File: config.mk
export PLATFORM = sky130hd
export DESIGN_NAME = strap_override_status_regs
export DESIGN_NICKNAME = d
export VERILOG_FILES = /design/src/pkg/strap_bank_pkg.sv /design/src/verilog/strap_override_status_regs.sv /design/src/verilog/wake_pin_mux.sv
export SDC_FILE = /design/constraint.sdc
export NUM_CORES = 1
export LEC_CHECK = 0
export BUFFER_PORTS_ARGS = -buffer_cell sky130_fd_sc_hd__buf_2
export CAP_MARGIN = 15
export CORE_MARGIN = 5
export CORE_UTILIZATION = 45
export CTS_BUF_LIST = sky130_fd_sc_hd__clkbuf_4 sky130_fd_sc_hd__clkbuf_8
export DETAILED_ROUTE_END_ITERATION = 6
export PLACE_DENSITY = 0.67
export SYNTH_ARGS = -nofsm -noshare
export SYNTH_HDL_FRONTEND = slang
export SYNTH_SLANG_ARGS = --single-unit
File: constraint.sdc
create_clock -name core_clk -period 2.03 [get_ports core_clk]
set_input_delay 0 -clock core_clk [delete_from_list [all_inputs] [get_ports core_clk]]
set_output_delay 0 -clock core_clk [all_outputs]
set_load 0.05 [all_outputs]
File: src/pkg/strap_bank_pkg.sv
// Purpose: Shared constants and carrier types for the strap override and status bank.
// Assumes: Management register accesses arrive already decoded from the serial frame.
// Notes:   Operating-mode strap codes are plain defaults and may be retuned per product.
package strap_bank_pkg;

    // ************************
    // Management register numbers of the portal.
    // ************************
    localparam logic [4:0]  PORTAL_CTRL_REG   = 5'h0D;
    localparam logic [4:0]  PORTAL_DATA_REG   = 5'h0E;

    // ************************
    // Portal control field layout and modes.
    // ************************
    localparam int          PORTAL_MODE_HI    = 15;
    localparam int          PORTAL_MODE_LO    = 14;
    localparam int          PORTAL_DEV_HI     = 4;
    localparam logic [15:0] PORTAL_CTRL_RESET = 16'h0000;
    localparam logic [15:0] PORTAL_DATA_RESET = 16'h0000;
    localparam logic [4:0]  BANK_DEVICE       = 5'h02;

    typedef enum logic [1:0] {
        PORTAL_ADDRESS    = 2'b00,
        PORTAL_DATA_FIXED = 2'b01,
        PORTAL_DATA_INC   = 2'b10,
        PORTAL_DATA_INC_W = 2'b11
    } portal_mode_t;

    // ************************
    // Bank register offsets inside the device.
    // ************************
    localparam logic [15:0] COMMON_CONTROL_OFF      = 16'h0000;
    localparam logic [15:0] STRAP_STATUS_OFF        = 16'h0001;
    localparam logic [15:0] MODE_STRAP_OVERRIDE_OFF = 16'h0002;
    localparam logic [15:0] MODE_STRAP_STATUS_OFF   = 16'h0003;
    localparam logic [15:0] WAKE_CONTROL_OFF        = 16'h0010;

    // ************************
    // Field positions.
    // ************************
    localparam int          CC_STYLE_BIT      = 3;
    localparam int          CC_REFCLK_BIT     = 1;
    localparam int          SS_STYLE_BIT      = 7;
    localparam int          SS_REFCLK_BIT     = 5;
    localparam int          SS_ADDR_HI        = 2;
    localparam int          MO_WAKE_B_BIT     = 10;
    localparam int          MO_WAKE_A_BIT     = 8;
    localparam int          MO_PWRDN_BIT      = 7;
    localparam int          MO_NAND_BIT       = 4;
    localparam int          MO_GMII_BIT       = 1;
    localparam int          WC_SEL_HI         = 15;
    localparam int          WC_SEL_LO         = 14;
    localparam logic [15:0] RESERVED_READ     = 16'h0000;
    localparam logic [1:0]  WAKE_SEL_RESET    = 2'b00;
    localparam logic [1:0]  ADDR_UPPER_ZERO   = 2'b00;

    // ************************
    // Operating-mode strap codes (plain defaults).
    // ************************
    localparam logic [3:0]  MODE_CODE_PWRDN   = 4'h7;
    localparam logic [3:0]  MODE_CODE_NAND    = 4'h0;
    localparam logic [3:0]  MODE_CODE_GMII    = 4'hF;

    typedef enum logic [1:0] {
        WAKE_ONLY  = 2'b00,
        OTHER_ONLY = 2'b01,
        WAKE_BOTH  = 2'b10,
        WAKE_RSVD  = 2'b11
    } wake_sel_t;

    // ************************
    // Carrier types.
    // ************************
    typedef struct packed {
        logic        wr;
        logic        rd;
        logic [4:0]  addr;
        logic [15:0] wdata;
    } mgmt_req_t;

    typedef struct packed {
        logic       style;
        logic       refclk;
        logic [2:0] addr;
        logic [3:0] mode;
    } strap_pins_t;

endpackage

File: src/verilog/strap_override_status_regs.sv
// Purpose: Indirect device-2 bank holding strap overrides, strap status and wake enables.
// Assumes: Management accesses arrive as decoded register strobes on core_clk.
// Notes:   Straps are sampled on every clock while rst_b is low; the last sample is kept.
`timescale 1ns/100ps
`default_nettype none

// How it works
// - Common-control bit 3 is the indicator style, 1 single, 0 dual colour, reset from strap.
// - Common-control bit 1 is the reference clock output enable, reset from strap.
// - Strap-status bit 7 reads the latched indicator style strap, read only.
// - Strap-status bit 5 reads the latched reference clock strap, read only.
// - Strap-status bits 2:0 read the strapped station address, whose bits 4:3 are always zero.
// - Override bit 10 enables wake on the interrupt/wake pin with the select field, reset 0.
// - Override bit 8 enables wake on the indicator/wake pin with the select field, reset 0.
// - Override bit 7 set forces chip power-down whatever the straps say.
// - Override bit 4 set forces pin-chain test mode whatever the straps say.
// - Override bit 1 set forces GMII/MII mode whatever the straps say.
// - Power-down, pin-chain and GMII/MII bits of both registers reset from the mode straps.
// - Mode-status bit 7 reads 1 when the straps chose chip power-down.
// - Mode-status bits 4 and 1 read 1 for strapped pin-chain test or GMII/MII, read only.
// - The wake select picks wake only, other only or both per shared pin; 11 is reserved.
module strap_override_status_regs
    import strap_bank_pkg::*;
(
    input  wire logic        core_clk,
    input  wire logic        rst_b,
    input  wire mgmt_req_t   mgmt_req,
    output logic [15:0]      mgmt_rdata,
    output logic             mgmt_rvalid,
    input  wire strap_pins_t strap_pins,
    input  wire logic        wake_req,
    input  wire logic        indicator_one_b,
    input  wire logic        intr_req_b,
    output logic             indicator_style_select,
    output logic             ref_clock_out_enable,
    output logic [4:0]       station_addr,
    output logic             chip_power_down,
    output logic             nand_tree_mode,
    output logic             gmii_mode,
    output logic             wake_event_out_a_b,
    output logic             wake_event_out_b_b
);

    // ************************
    // Helper functions.
    // ************************

    // Builds a 16-bit word with one bit placed at a position.
    function automatic logic [15:0] put_bit(input logic v, input int pos);
        logic [15:0] w;

        w = RESERVED_READ;
        w[pos] = v;
        return w;
    endfunction

    // True when the addressed device matches this bank.
    function automatic logic hits_bank(input logic [15:0] ctrl);
        return ctrl[PORTAL_DEV_HI:0] == BANK_DEVICE;
    endfunction

    // ************************
    // State.
    // ************************
    logic        style_q;
    logic        style_d;
    logic        refclk_q;
    logic        refclk_d;
    logic        wake_a_q;
    logic        wake_a_d;
    logic        wake_b_q;
    logic        wake_b_d;
    logic        pwrdn_q;
    logic        pwrdn_d;
    logic        nand_q;
    logic        nand_d;
    logic        gmii_q;
    logic        gmii_d;
    logic [1:0]  wake_sel_q;
    logic [1:0]  wake_sel_d;

    strap_pins_t strap_q;
    strap_pins_t strap_d;

    logic [15:0] pctrl_q;
    logic [15:0] pctrl_d;
    logic [15:0] pdata_q;
    logic [15:0] pdata_d;

    logic [15:0] rdata_q;
    logic [15:0] rdata_d;
    logic        rvalid_q;
    logic        rvalid_d;

    portal_mode_t mode;
    logic         data_mode;
    logic         bank_wr;
    logic         bank_rd;
    logic         st_pwrdn;
    logic         st_nand;
    logic         st_gmii;
    logic [15:0]  bank_word;

    // ************************
    // Portal decode.
    // ************************

    // Data moves only when the portal is in a data mode aimed at this device.
    always_comb begin
        mode      = portal_mode_t'(pctrl_q[PORTAL_MODE_HI:PORTAL_MODE_LO]);
        data_mode = (mode != PORTAL_ADDRESS);
        bank_wr   = mgmt_req.wr && (mgmt_req.addr == PORTAL_DATA_REG)
                    && data_mode && hits_bank(pctrl_q);
        bank_rd   = mgmt_req.rd && (mgmt_req.addr == PORTAL_DATA_REG)
                    && data_mode && hits_bank(pctrl_q);
    end

    // Strap-derived status bits come from the latched mode code only.
    always_comb begin
        st_pwrdn = (strap_q.mode == MODE_CODE_PWRDN);
        st_nand  = (strap_q.mode == MODE_CODE_NAND);
        st_gmii  = (strap_q.mode == MODE_CODE_GMII);
    end

    // ************************
    // Bank read mux.
    // ************************

    // Unimplemented offsets and reserved fields read as zero.
    always_comb begin
        bank_word = RESERVED_READ;

        if (pdata_q == COMMON_CONTROL_OFF) begin
            bank_word = put_bit(style_q, CC_STYLE_BIT)
                      | put_bit(refclk_q, CC_REFCLK_BIT);
        end else if (pdata_q == STRAP_STATUS_OFF) begin
            bank_word = put_bit(strap_q.style, SS_STYLE_BIT)
                      | put_bit(strap_q.refclk, SS_REFCLK_BIT);
            bank_word[SS_ADDR_HI:0] = strap_q.addr;
        end else if (pdata_q == MODE_STRAP_OVERRIDE_OFF) begin
            bank_word = put_bit(wake_b_q, MO_WAKE_B_BIT)
                      | put_bit(wake_a_q, MO_WAKE_A_BIT)
                      | put_bit(pwrdn_q, MO_PWRDN_BIT)
                      | put_bit(nand_q, MO_NAND_BIT)
                      | put_bit(gmii_q, MO_GMII_BIT);
        end else if (pdata_q == MODE_STRAP_STATUS_OFF) begin
            bank_word = put_bit(st_pwrdn, MO_PWRDN_BIT)
                      | put_bit(st_nand, MO_NAND_BIT)
                      | put_bit(st_gmii, MO_GMII_BIT);
        end else if (pdata_q == WAKE_CONTROL_OFF) begin
            bank_word[WC_SEL_HI:WC_SEL_LO] = wake_sel_q;
        end
    end

    // ************************
    // Next-state for the bank registers.
    // ************************

    // A write lands in the register pointed to by the portal address.
    always_comb begin
        style_d    = style_q;
        refclk_d   = refclk_q;
        wake_a_d   = wake_a_q;
        wake_b_d   = wake_b_q;
        pwrdn_d    = pwrdn_q;
        nand_d     = nand_q;
        gmii_d     = gmii_q;
        wake_sel_d = wake_sel_q;
        strap_d    = strap_q;

        if (!rst_b) begin
            // Straps follow the pins until reset releases, then freeze.
            strap_d    = strap_pins;
            style_d    = strap_pins.style;
            refclk_d   = strap_pins.refclk;
            wake_a_d   = 1'b0;
            wake_b_d   = 1'b0;
            pwrdn_d    = (strap_pins.mode == MODE_CODE_PWRDN);
            nand_d     = (strap_pins.mode == MODE_CODE_NAND);
            gmii_d     = (strap_pins.mode == MODE_CODE_GMII);
            wake_sel_d = WAKE_SEL_RESET;
        end else if (bank_wr) begin
            if (pdata_q == COMMON_CONTROL_OFF) begin
                style_d  = mgmt_req.wdata[CC_STYLE_BIT];
                refclk_d = mgmt_req.wdata[CC_REFCLK_BIT];
            end else if (pdata_q == MODE_STRAP_OVERRIDE_OFF) begin
                wake_b_d = mgmt_req.wdata[MO_WAKE_B_BIT];
                wake_a_d = mgmt_req.wdata[MO_WAKE_A_BIT];
                pwrdn_d  = mgmt_req.wdata[MO_PWRDN_BIT];
                nand_d   = mgmt_req.wdata[MO_NAND_BIT];
                gmii_d   = mgmt_req.wdata[MO_GMII_BIT];
            end else if (pdata_q == WAKE_CONTROL_OFF) begin
                wake_sel_d = mgmt_req.wdata[WC_SEL_HI:WC_SEL_LO];
            end
            // Status offsets fall through untouched, so writes there are lost.
        end
    end

    // ************************
    // Next-state for the portal and the read answer.
    // ************************

    // Post-increment steps the register pointer after a data move; PORTAL_DATA_INC_W steps it after writes only.
    always_comb begin
        pctrl_d  = pctrl_q;
        pdata_d  = pdata_q;
        rdata_d  = rdata_q;
        rvalid_d = 1'b0;

        if (!rst_b) begin
            pctrl_d = PORTAL_CTRL_RESET;
            pdata_d = PORTAL_DATA_RESET;
            rdata_d = RESERVED_READ;
        end else if (mgmt_req.wr) begin
            if (mgmt_req.addr == PORTAL_CTRL_REG) begin
                pctrl_d = mgmt_req.wdata;
            end else if (mgmt_req.addr == PORTAL_DATA_REG) begin
                if (!data_mode) begin
                    pdata_d = mgmt_req.wdata;
                end else if (mode != PORTAL_DATA_FIXED) begin
                    pdata_d = pdata_q + 16'h0001;
                end
            end
        end else if (mgmt_req.rd) begin
            rvalid_d = 1'b1;
            if (mgmt_req.addr == PORTAL_CTRL_REG) begin
                rdata_d = pctrl_q;
            end else if (mgmt_req.addr == PORTAL_DATA_REG) begin
                if (!data_mode) begin
                    rdata_d = pdata_q;
                end else begin
                    // Another device on the portal answers zero from here.
                    rdata_d = bank_rd ? bank_word : RESERVED_READ;
                    if (mode == PORTAL_DATA_INC) begin
                        pdata_d = pdata_q + 16'h0001;
                    end
                end
            end else begin
                rdata_d = RESERVED_READ;
            end
        end
    end

    // ************************
    // Registers.
    // ************************

    // Reset values are computed in the next-state logic so straps load there.
    always_ff @(posedge core_clk) begin
        style_q    <= style_d;
        refclk_q   <= refclk_d;
        wake_a_q   <= wake_a_d;
        wake_b_q   <= wake_b_d;
        pwrdn_q    <= pwrdn_d;
        nand_q     <= nand_d;
        gmii_q     <= gmii_d;
        wake_sel_q <= wake_sel_d;
        strap_q    <= strap_d;

        pctrl_q    <= pctrl_d;
        pdata_q    <= pdata_d;
        rdata_q    <= rdata_d;
        rvalid_q   <= rvalid_d;
    end

    // ************************
    // Controlled functions.
    // ************************

    // The override bits are the live controls, so a write acts at once.
    assign indicator_style_select = style_q;
    assign ref_clock_out_enable   = refclk_q;
    assign station_addr           = {ADDR_UPPER_ZERO, strap_q.addr};
    assign chip_power_down        = pwrdn_q;
    assign nand_tree_mode         = nand_q;
    assign gmii_mode              = gmii_q;

    assign mgmt_rdata             = rdata_q;
    assign mgmt_rvalid            = rvalid_q;

    // Shared pin selection for the wake outputs.
    // A new select shows on the pins one edge after it lands, so pins never glitch.
    wake_pin_mux u_wake_pin_mux (
        .core_clk           (core_clk),
        .rst_b              (rst_b),
        .wake_sel           (wake_sel_q),
        .wake_en_a          (wake_a_q),
        .wake_en_b          (wake_b_q),
        .wake_req           (wake_req),
        .indicator_one_b    (indicator_one_b),
        .intr_req_b         (intr_req_b),
        .wake_event_out_a_b (wake_event_out_a_b),
        .wake_event_out_b_b (wake_event_out_b_b)
    );

endmodule
`default_nettype wire

File: src/verilog/wake_pin_mux.sv
// Purpose: Chooses what drives the shared indicator/wake and interrupt/wake pins.
// Assumes: All pin-side signals are active low; wake request is an active-high level.
// Notes:   Outputs are registered so the pins never glitch on a select change.
`timescale 1ns/100ps
`default_nettype none
module wake_pin_mux
    import strap_bank_pkg::*;
(
    input  wire logic       core_clk,
    input  wire logic       rst_b,
    input  wire logic [1:0] wake_sel,
    input  wire logic       wake_en_a,
    input  wire logic       wake_en_b,
    input  wire logic       wake_req,
    input  wire logic       indicator_one_b,
    input  wire logic       intr_req_b,
    output logic            wake_event_out_a_b,
    output logic            wake_event_out_b_b
);

    logic pin_a_d;
    logic pin_a_q;
    logic pin_b_d;
    logic pin_b_q;
    logic wake_a_b;
    logic wake_b_b;

    // A disabled wake function leaves its half of the pin released high.
    always_comb begin
        wake_a_b = ~(wake_req & wake_en_a);
        wake_b_b = ~(wake_req & wake_en_b);
        case (wake_sel_t'(wake_sel))
            WAKE_ONLY: begin
                pin_a_d = wake_a_b;
                pin_b_d = wake_b_b;
            end
            OTHER_ONLY: begin
                pin_a_d = indicator_one_b;
                pin_b_d = intr_req_b;
            end
            WAKE_BOTH: begin
                pin_a_d = indicator_one_b & wake_a_b;
                pin_b_d = intr_req_b & wake_b_b;
            end
            default: begin
                // Reserved select keeps both pins idle rather than guessing.
                pin_a_d = 1'b1;
                pin_b_d = 1'b1;
            end
        endcase
    end

    // Pin registers.
    always_ff @(posedge core_clk) begin
        if (!rst_b) begin
            pin_a_q <= 1'b1;
            pin_b_q <= 1'b1;
        end else begin
            pin_a_q <= pin_a_d;
            pin_b_q <= pin_b_d;
        end
    end

    assign wake_event_out_a_b = pin_a_q;
    assign wake_event_out_b_b = pin_b_q;

endmodule
`default_nettype wire

==> results of run 1 <==
[how the worst min path moves through the flow]
| stage | startpoint | endpoint | slack [ns] | cells after the start |
|---|---|---|---|---|
| after CTS | rst_b | u_wake_pin_mux.wake_event_out_b_b | 0.03 | 2 |
| after floorplan | strap_pins[4] | station_addr[0] | 0.1 | 0 |
| after global routing | mgmt_req[22] | pctrl_q[9] | 0.04 | 3 |
| after global placement | strap_pins[5] | station_addr[1] | 0.18 | 1 |
| after detailed placement | strap_pins[4] | station_addr[0] | 0.18 | 1 |
| final | rst_b | u_wake_pin_mux.wake_event_out_a_b | 0.03 | 2 |
[kinds of logic after synthesis]
| group | after synthesis | share of synthesized area (%) |
|---|---|---|
| AND/OR/NAND/NOR | 159 | 24.7 |
| AO/OA/AOI/OAI | 120 | 22.3 |
| flip-flops | 69 | 43.5 |
| buffers and inverters | 44 | 5.62 |
| multiplexers | 8 | 2.33 |
| adder cells (fa/ha/maj) | 4 | 1.43 |
| other | 1 | 0.107 |
[synth_stat cells, drive strengths merged (4+ instances only)]
cell type / n / area (um^2)
a21oi: 37 / 185
a211oi: 11 / 82.6
clkbuf: 24 / 90.1
and2: 6 / 37.5
ha: 4 / 50.1
a22oi: 4 / 30.0
a221oi: 14 / 123
nand2: 36 / 135
nor4: 8 / 92.6
o211ai: 4 / 30.0
o22ai: 4 / 25.0
nand4: 12 / 87.6
buf: 10 / 68.8
nand3: 27 / 135
dfxtp: 55 / 1100
inv: 10 / 37.5
nor2: 37 / 139
mux2i: 7 / 70.1
nor3: 8 / 45.0
o21ai: 30 / 150
edfxtp: 14 / 420
[worst max-delay path: cells and delay by family, from the launching register on]
kind	cells	cell delay, ns
flops	1	0.39
buf+inv	1	0.20
mux	1	0.17
simple gates	4	1.06
[registers in the layout (all words and copies together) (netlist names)]
signal	flops
chip_power_down	1
gmii_mode	1
indicator_style_select	1
mgmt_rdata	16
mgmt_rvalid	1
nand_tree_mode	1
pctrl_q	16
pdata_q	16
ref_clock_out_enable	1
station_addr	3
strap_q	6
u_wake_pin_mux.wake_event_out_a_b	1
u_wake_pin_mux.wake_event_out_b_b	1
wake_a_q	1
wake_b_q	1
wake_sel_q	2
[layout make-up]
type | count | area (um^2) | share of cell area, %
Sequential cell | 69 | 1520 | 34.5
Inverter | 10 | 37.5 | 0.851
Clock inverter | 7 | 73.8 | 1.67
Multi-Input combinational cell | 293 | 1780 | 40.4
Timing Repair Buffer | 111 | 743 | 16.8
Tap cell | 102 | 128 | 2.89
Clock buffer | 9 | 124 | 2.81
[power by group]
| part | switching, uW | internal (uW) | total [uW] |
|---|---|---|---|
| logic | 285 | 141 | 426 |
| clock network | 566 | 573 | 1140 |
| registers | 26.7 | 1450 | 1470 |
| total | 878 | 2160 | 3040 |
[stage by stage]
step / setup slack, ns / instance area [um^2] / setup TNS, ns
after floorplan: 0.179 / 3500 / 0
after global placement: 0.0957 / 3930 / 0
after detailed placement: 0.0796 / 3930 / 0
after CTS: 0.0668 / 4400 / 0
after global routing: -0.00315 / 4410 / -0.00315
final: 0.0875 / 4410 / 0
[timing repair]
| action | 4_1_cts | 5_1_grt |
|---|---|---|
| hold buffers | 27 | 0 |
| endpoints found under the hold margin | 39 | 0 |
| setup buffers | 0 | 1 |
| resized for setup | 0 | 3 |
| endpoints found under the setup margin | 0 | 14 |
[per-layer routing]
layer | global-route usage, % | part of all wire, % | up-vias
li1 | - | - | 1680
met4 | 6.50 | 2.1 | 0
met1 | 31.5 | 45 | 1683
met3 | 5.79 | 8.2 | 22
met5 | 0 | 0 | -
met2 | 34.0 | 45 | 185
==> metrics.txt, run 1 <==
yosys warns 0; detailed-route wire length per cell 17.6 um; first-pass GRT wire length 17.3 mm; crit-path max cell delay 0.46 ns; Avg Cell Area, Syn 8.63 um^2; Max Cap Violations 0; full die area 9630 um^2; most common cell after layout, fill and taps aside buf_2; fin util 57.7%; routability cong. 0.911; Worst Skew 0.00982 ns; Reg2Reg Depth 6; DRT iter0 DRCs 295; R2R Setup Slk 0.09 ns; final wirelength 10.6 mm; Total GRT Usage 22.4%; count of final setup violators 0; CP Data Required Time 2.26 ns; Post-Layout Cell Count 601; Worst slew margin a little under three fifths; Top Ports 66; Hold Vio Cnt, Final 0; crit share post-route 95.7%; critical path cell sequence nor3_2, nand4_2, nor4_2, buf_4, mux2i_1, nor2_1; status finished clean; share of layout cells above drive strength 1 23.4%; antenna fix cells 0; CP endpoint kind flop; Cell Area, Synth 3490 um^2; min cycle time layout 1.94 ns; vias in the first global route 3,348; Post-DRT Antenna Nets 0; distinct cell type count after synthesis 54; CTS clock-pin slew for the worst setup and hold paths 0.08 ns; r2r endpoint wake_a_q; worst-path maximum fanout 7; Yosys reg bits 69; Startpoint Class flop; die width 98.1 um; GRT overflow 0; drt via density 5.94; actual slew at the worst max-slew pin 0.663 ns; total chip power slightly above 3000 uW; Die Ht 98.1 um; Slowest cell on crit path nor4_2; DP Wirelength about 7.5 mm; r2r startpoint pdata_q[11]; crit path capture wake_a_q; Worst Setup SP pdata_q[11]; LEAKAGE 0.00169 uW; Rows 32; Port Buffers 63; DR vias 3,570; top_reg_cell synth dfxtp_1; Nets 535; FILL cells 711; Cell Pwr Density just under 700 nW/um^2; antenna violations before repair 0; Core Footprint 7650 um^2; WS Path Type reg2reg; commonest cells after routing, fill and taps aside 63 x buf_2, 53 x dfxtp_1, 37 x a21oi_1, 36 x nor2_1, 36 x nand2_1; worst vdd ir 0.000330 V; Hold WS 0.0344 ns; Post-synth ARST share 0%; DRC viols 0; largest net degree at the start of global routing 41; Inst Count DP approximately 560; RSZ-0062 raised after global routing true; Clock Tree Root clkbuf_8; TritonCTS clock tree yes; Worst Hold Class in2reg; Mapped Cells 405; Final Max Tran Viols 0; EDFF count, synth 14; number of H-tree levels 3; Crit path arrival time 2.17 ns; CTS sink cnt 69; CTS Buf Count 9; fmax 515 MHz; clock latency on the worst-skew pair 0.36 ns; Initial DRT Pass Iterations 4; sequential cell area fraction in the yosys report 43.5%; CTS Buffer Depth 2; area added between synthesis and finish 26.3%; Initial Util 45.7%
Note: power is estimated with default switching activity, not from simulation.
==> inputs of run 2 (changes only) <==
Settings changed: PLACE_DENSITY 0.67 to 0.65.
==> run 2 against run 1 <==
Compared with the run above: non-clock buffer count fell by 2; cell count is 0.67% lower; sequential share of layout area rose by 0.29 points; first-iteration DRC count fell by 1.4%; sequential power about the same; clock power down 14%; clock skew shrank 0.0048 ns; core utilization shrank 0.52 points; worst hold slack improved by 0.040 ns; critical path type unchanged; highest routed layer unchanged.
==> metrics.txt, run 2 (synthesized netlist as in run 1, its figures left out) <==
Rows 32; DR vias roughly 3.5k; Post-DRT Antenna Nets 0; count of final setup violators 0; crit share post-route 93.8%; TritonCTS clock tree yes; Initial Util 45.7%; routability cong. 0.944; status finished clean; Post-Layout Cell Count 597; full die area 9630 um^2; R2R Setup Slk 0.13 ns; number of H-tree levels 3; fin util about 57%; CTS Buf Count 9; share of layout cells above drive strength 1 22.8%; DRT iter0 DRCs 291; min cycle time layout 1.90 ns; Core Footprint 7650 um^2; Max Cap Violations 0; Total GRT Usage 21.7%; CP Data Required Time 2.26 ns; Nets between 500 and 600; Worst slew margin 38.0%; Worst Skew 0.00506 ns; LEAKAGE around 0.0017 uW; detailed-route wire length per cell 17.7 um; r2r startpoint pdata_q[2]; Initial DRT Pass Iterations 5; Worst Hold Endpoint u_wake_pin_mux.wake_event_out_a_b; actual slew at the worst max-slew pin slightly above 0.9 ns; DP Wirelength ~7.3 mm; clock latency on the worst-skew pair 0.34 ns; Top Ports 66; CTS Buffer Depth 2; Startpoint Class flop; vias in the first global route 3,327; CTS sink cnt 69; commonest cells after routing, fill and taps aside 63 x buf_2, 54 x dfxtp_1, 37 x nor2_1, 37 x a21oi_1, 36 x nand2_1; Seq pwr share 51.3%; r2r endpoint wake_a_q; Hold Vio Cnt, Final 0; area added between synthesis and finish 25.1%; Power Internal 2080 uW; Setup TNS 0 ns; CTS clock-pin slew for the worst setup and hold paths 0.07 ns; WHS Path Cells 4; Inst Count DP 555; hold path start wake_req; DRC viols 0; pre-CTS setup slack about 0.082 ns; Cell Pwr Density 656 nW/um^2; largest net degree at the start of global routing 36; drt via density slightly below 6; FILL cells 694; RSZ-0062 raised after global routing false; antenna violations before repair 0; Crit path arrival time 2.13 ns; Port Buffers 63; switching part of the total 27.7%; Switching Power 795 uW; final worst setup slack around 0.13 ns; Final Max Tran Viols 0; die width slightly below 100 um; worst vdd ir 0.000295 V; Die Ht 98.1 um; clock share of power 34.0%; Worst Hold Class in2reg; WS Path Type reg2reg; GRT overflow 0; most common cell after layout, fill and taps aside buf_2; Combinational Power Share 14.7%; worst-path maximum fanout 9; fmax 525 MHz; final wirelength 10.5 mm; CP endpoint kind flop; Reg2Reg Depth 6; first-pass GRT wire length 16.7 mm; antenna fix cells 0; Clock Tree Root clkbuf_8
[run 2: cell types whose count changed in the layout (fill, tap and decap cells not counted), sizes merged]
cell    change
buf         -2
bufinv      -1
clkinv      -2
clkbuf      +3
inv         -2
[run 2: stage by stage]
step	instance area [um^2]	total power, uW	hold slack [ns]
2_1_floorplan	3500	1760	0.0989
3_3_place_gp	3920	1880	0.179
3_5_place_dp	3920	1880	0.180
4_1_cts	4350	2890	0.0626
5_1_grt	4370	2980	0.0924
6_report	4370	2870	0.0745
[run 2: how the worst max path moves through the flow]
stage / start / endpoint / slack, ns / cells past startpoint
after floorplan: pdata_q[0] / wake_sel_q[0] / 0.18 / 8
after global placement: pdata_q[2] / mgmt_rdata[1] / 0.13 / 5
after detailed placement: pdata_q[0] / mgmt_rdata[7] / 0.08 / 7
after CTS: pdata_q[0] / mgmt_rdata[7] / 0.06 / 7
after global routing: pdata_q[0] / mgmt_rdata[7] / 0.002 / 7
final: pdata_q[2] / wake_a_q / 0.13 / 6
[run 2: power groups by stage]
stage               logic, uW  clock network, uW  registers, uW
detailed placement        379                  0           1500
global route              451               1050           1480
global placement          376                  0           1500
CTS                       420               1000           1470
floorplan                 168                  0           1590
finish                    421                975           1470
[run 2: worst max-delay path: stages, from the launching register on]
cell and delay (ns):
dfxtp_1 0.42, nor4_4 0.34, nand4_2 0.21, nor4_2 0.39, buf_4 0.20, mux2i_1 0.18, nor2_1 0.05
[run 2: repair_timing]
item                       CTS  global route
hold endpoints to repair    35             0
hold buffers                27             0
setup buffers                0             1
setup endpoints to repair    0             5
resized for setup            0             3
[run 2: layer usage]
metal | vias to the layer above | wire length (um) | track usage (%)
met2 | 150 | 4820 | 35.0
met1 | 1683 | 4650 | 28.3
met3 | 23 | 838 | 5.14
li1 | 1667 | - | -
met5 | - | 0 | 0
met4 | 0 | 235 | 7.99
[run 2: final cells by class]
class / instances / area (um^2) / share of cell area (%)
Clock inverter: 2 / 12.5 / 0.286
Tap cell: 102 / 128 / 2.92
Timing Repair Buffer: 109 / 728 / 16.7
Sequential cell: 69 / 1520 / 34.8
Clock buffer: 12 / 153 / 3.49
Multi-Input combinational cell: 293 / 1790 / 41.0
Inverter: 10 / 37.5 / 0.858
==> inputs of run 3 (changes only) <==
Settings changed: CORE_UTILIZATION 45 to 55, PLACE_DENSITY 0.65 to 0.77.
==> run 3 against run 2 <==
Compared with the run above: largest cell class unchanged; sequential cell count unchanged; sequential power about the same; worst hold slack got worse by 0.015 ns.
==> metrics.txt, run 3 (synthesized netlist as in run 1, its figures left out) <==
status finished clean; worst vdd ir 0.000473 V; most common cell after layout, fill and taps aside buf_2; drt via density around 6.3; TritonCTS clock tree yes; share of layout cells above drive strength 1 between 20% and 30%; LEAKAGE between 0.0015 and 0.002 uW; actual slew at the worst max-slew pin around 0.74 ns; crit share post-route 94.4%; CP Data Required Time 2.28 ns; Cell Pwr Density 691 nW/um^2; Post-DRT Antenna Nets 0; number of H-tree levels 3; Die Ht 89.7 um; Buf/Inv on CP 1; Final Max Tran Viols 0; Worst slew margin 50.5%; Top Ports 66; full die area 8050 um^2; Worst Skew roughly 0.0082 ns; first-pass GRT wire length 17.5 mm; Startpoint Class flop; Initial DRT Pass Iterations 6; count of final setup violators 0; CP endpoint kind flop; Worst Hold Class in2reg; largest net degree at the start of global routing 29; routability cong. 0.953; detailed-route wire length per cell between 15 and 20 um; RSZ-0062 raised after global routing false; Rows 29; CTS sink cnt slightly below 70; vias in the first global route between 3k and 4k; Max Cap Violations 0; DR vias approximately 3.6k; Core Footprint approximately 6300 um^2; fmax 522 MHz; commonest cells after routing, fill and taps aside 63 x buf_2, 54 x dfxtp_1, 37 x a21oi_1, 36 x nor2_1, 36 x nand2_1; GRT overflow 0; Clock Tree Root clkbuf_8; Crit path arrival time 2.17 ns; final wirelength 10.7 mm; Nets 535; Total GRT Usage 26.4%; die width 89.7 um; antenna fix cells 0; Hold Vio Cnt, Final 0; clock latency on the worst-skew pair 0.34 ns; WS Path Type reg2reg; antenna violations before repair 0; critical path cell sequence nor4_2, nand4_4, nor4_4, buf_4, o21ai_1, a211oi_1; CTS clock-pin slew for the worst setup and hold paths 0.07 ns; DRC viols 0; CTS Buf Count 9; DP Wirelength 7.32 mm; total chip power 3060 uW; worst-path maximum fanout 9; Slowest cell on crit path nor4_2; Initial Util 55.7%; Setup TNS 0 ns; CTS Buffer Depth 2; crit-path max cell delay 0.45 ns; DRT iter0 DRCs 403; min cycle time layout 1.92 ns; area added between synthesis and finish 26.6%; delay-heaviest family, CP simple AND/OR/NAND/NOR gates; Port Buffers 63
==> run 3: final timing paths <==
path / cells past startpoint / endpoint / slack [ns] / start
worst max-delay path: 6 / mgmt_rdata[1] / 0.11 / pdata_q[12]
worst min-delay path: 3 / pctrl_q[8] / 0.06 / mgmt_req[22]
worst max register to register: 6 / mgmt_rdata[1] / 0.11 / pdata_q[12]
worst min register to register: 2 / pctrl_q[12] / 0.46 / pctrl_q[12]
==> run 3: cell type report <==
| cell class | count | area, um^2 |
|---|---|---|
| fill | 490 | 1850 |
| multi-input combinational | 293 | 1800 |
| sequential | 69 | 1520 |
| timing repair buffer | 111 | 761 |
| clock buffer | 12 | 159 |
| tap | 77 | 96.3 |
| clock inverter | 4 | 47.5 |
| inverter | 10 | 37.5 |
==> run 3: where the power goes <==
part	switching (uW)	internal (uW)
Clock	507	644
Combinational	289	144
Sequential	26.1	1450
==> run 3: through the flow <==
| stage | area, um^2 | instances | hold WS [ns] | setup slack, ns | utilization (%) |
|---|---|---|---|---|---|
| 2_1_floorplan | 3500 | 406 | 0.0989 | 0.179 | - |
| 3_3_place_gp | 3900 | 530 | 0.178 | 0.140 | 62.1 |
| 3_5_place_dp | 3900 | 530 | 0.178 | 0.0365 | 62.1 |
| 4_1_cts | 4400 | 575 | 0.0298 | 0.0120 | 70.0 |
| 5_1_grt | 4420 | 576 | 0.0482 | 0.00533 | 70.5 |
| 6_report | 4420 | 576 | 0.0595 | 0.114 | 70.5 |
==> run 3: worst reg2reg max path: cells and delay by family (launching register included) <==
kind,cells,cell delay (ns)
and+or+nand+nor,3,0.94
DFF,1,0.37
AOI/OAI and AO/OA,2,0.31
buffers and inverters,1,0.20
==> run 3: repair_timing <==
action,in CTS,in global routing
hold buffers,29,0
setup buffers,0,1
setup endpoints to repair,0,10
endpoints found under the hold margin,36,0
resized for setup,0,4
==> run 3: metal layers <==
layer	track usage (%)	routed length (um)
met5	0	0
met4	12.6	287
met3	4.84	997
met2	39.3	4860
met1	36.9	4570
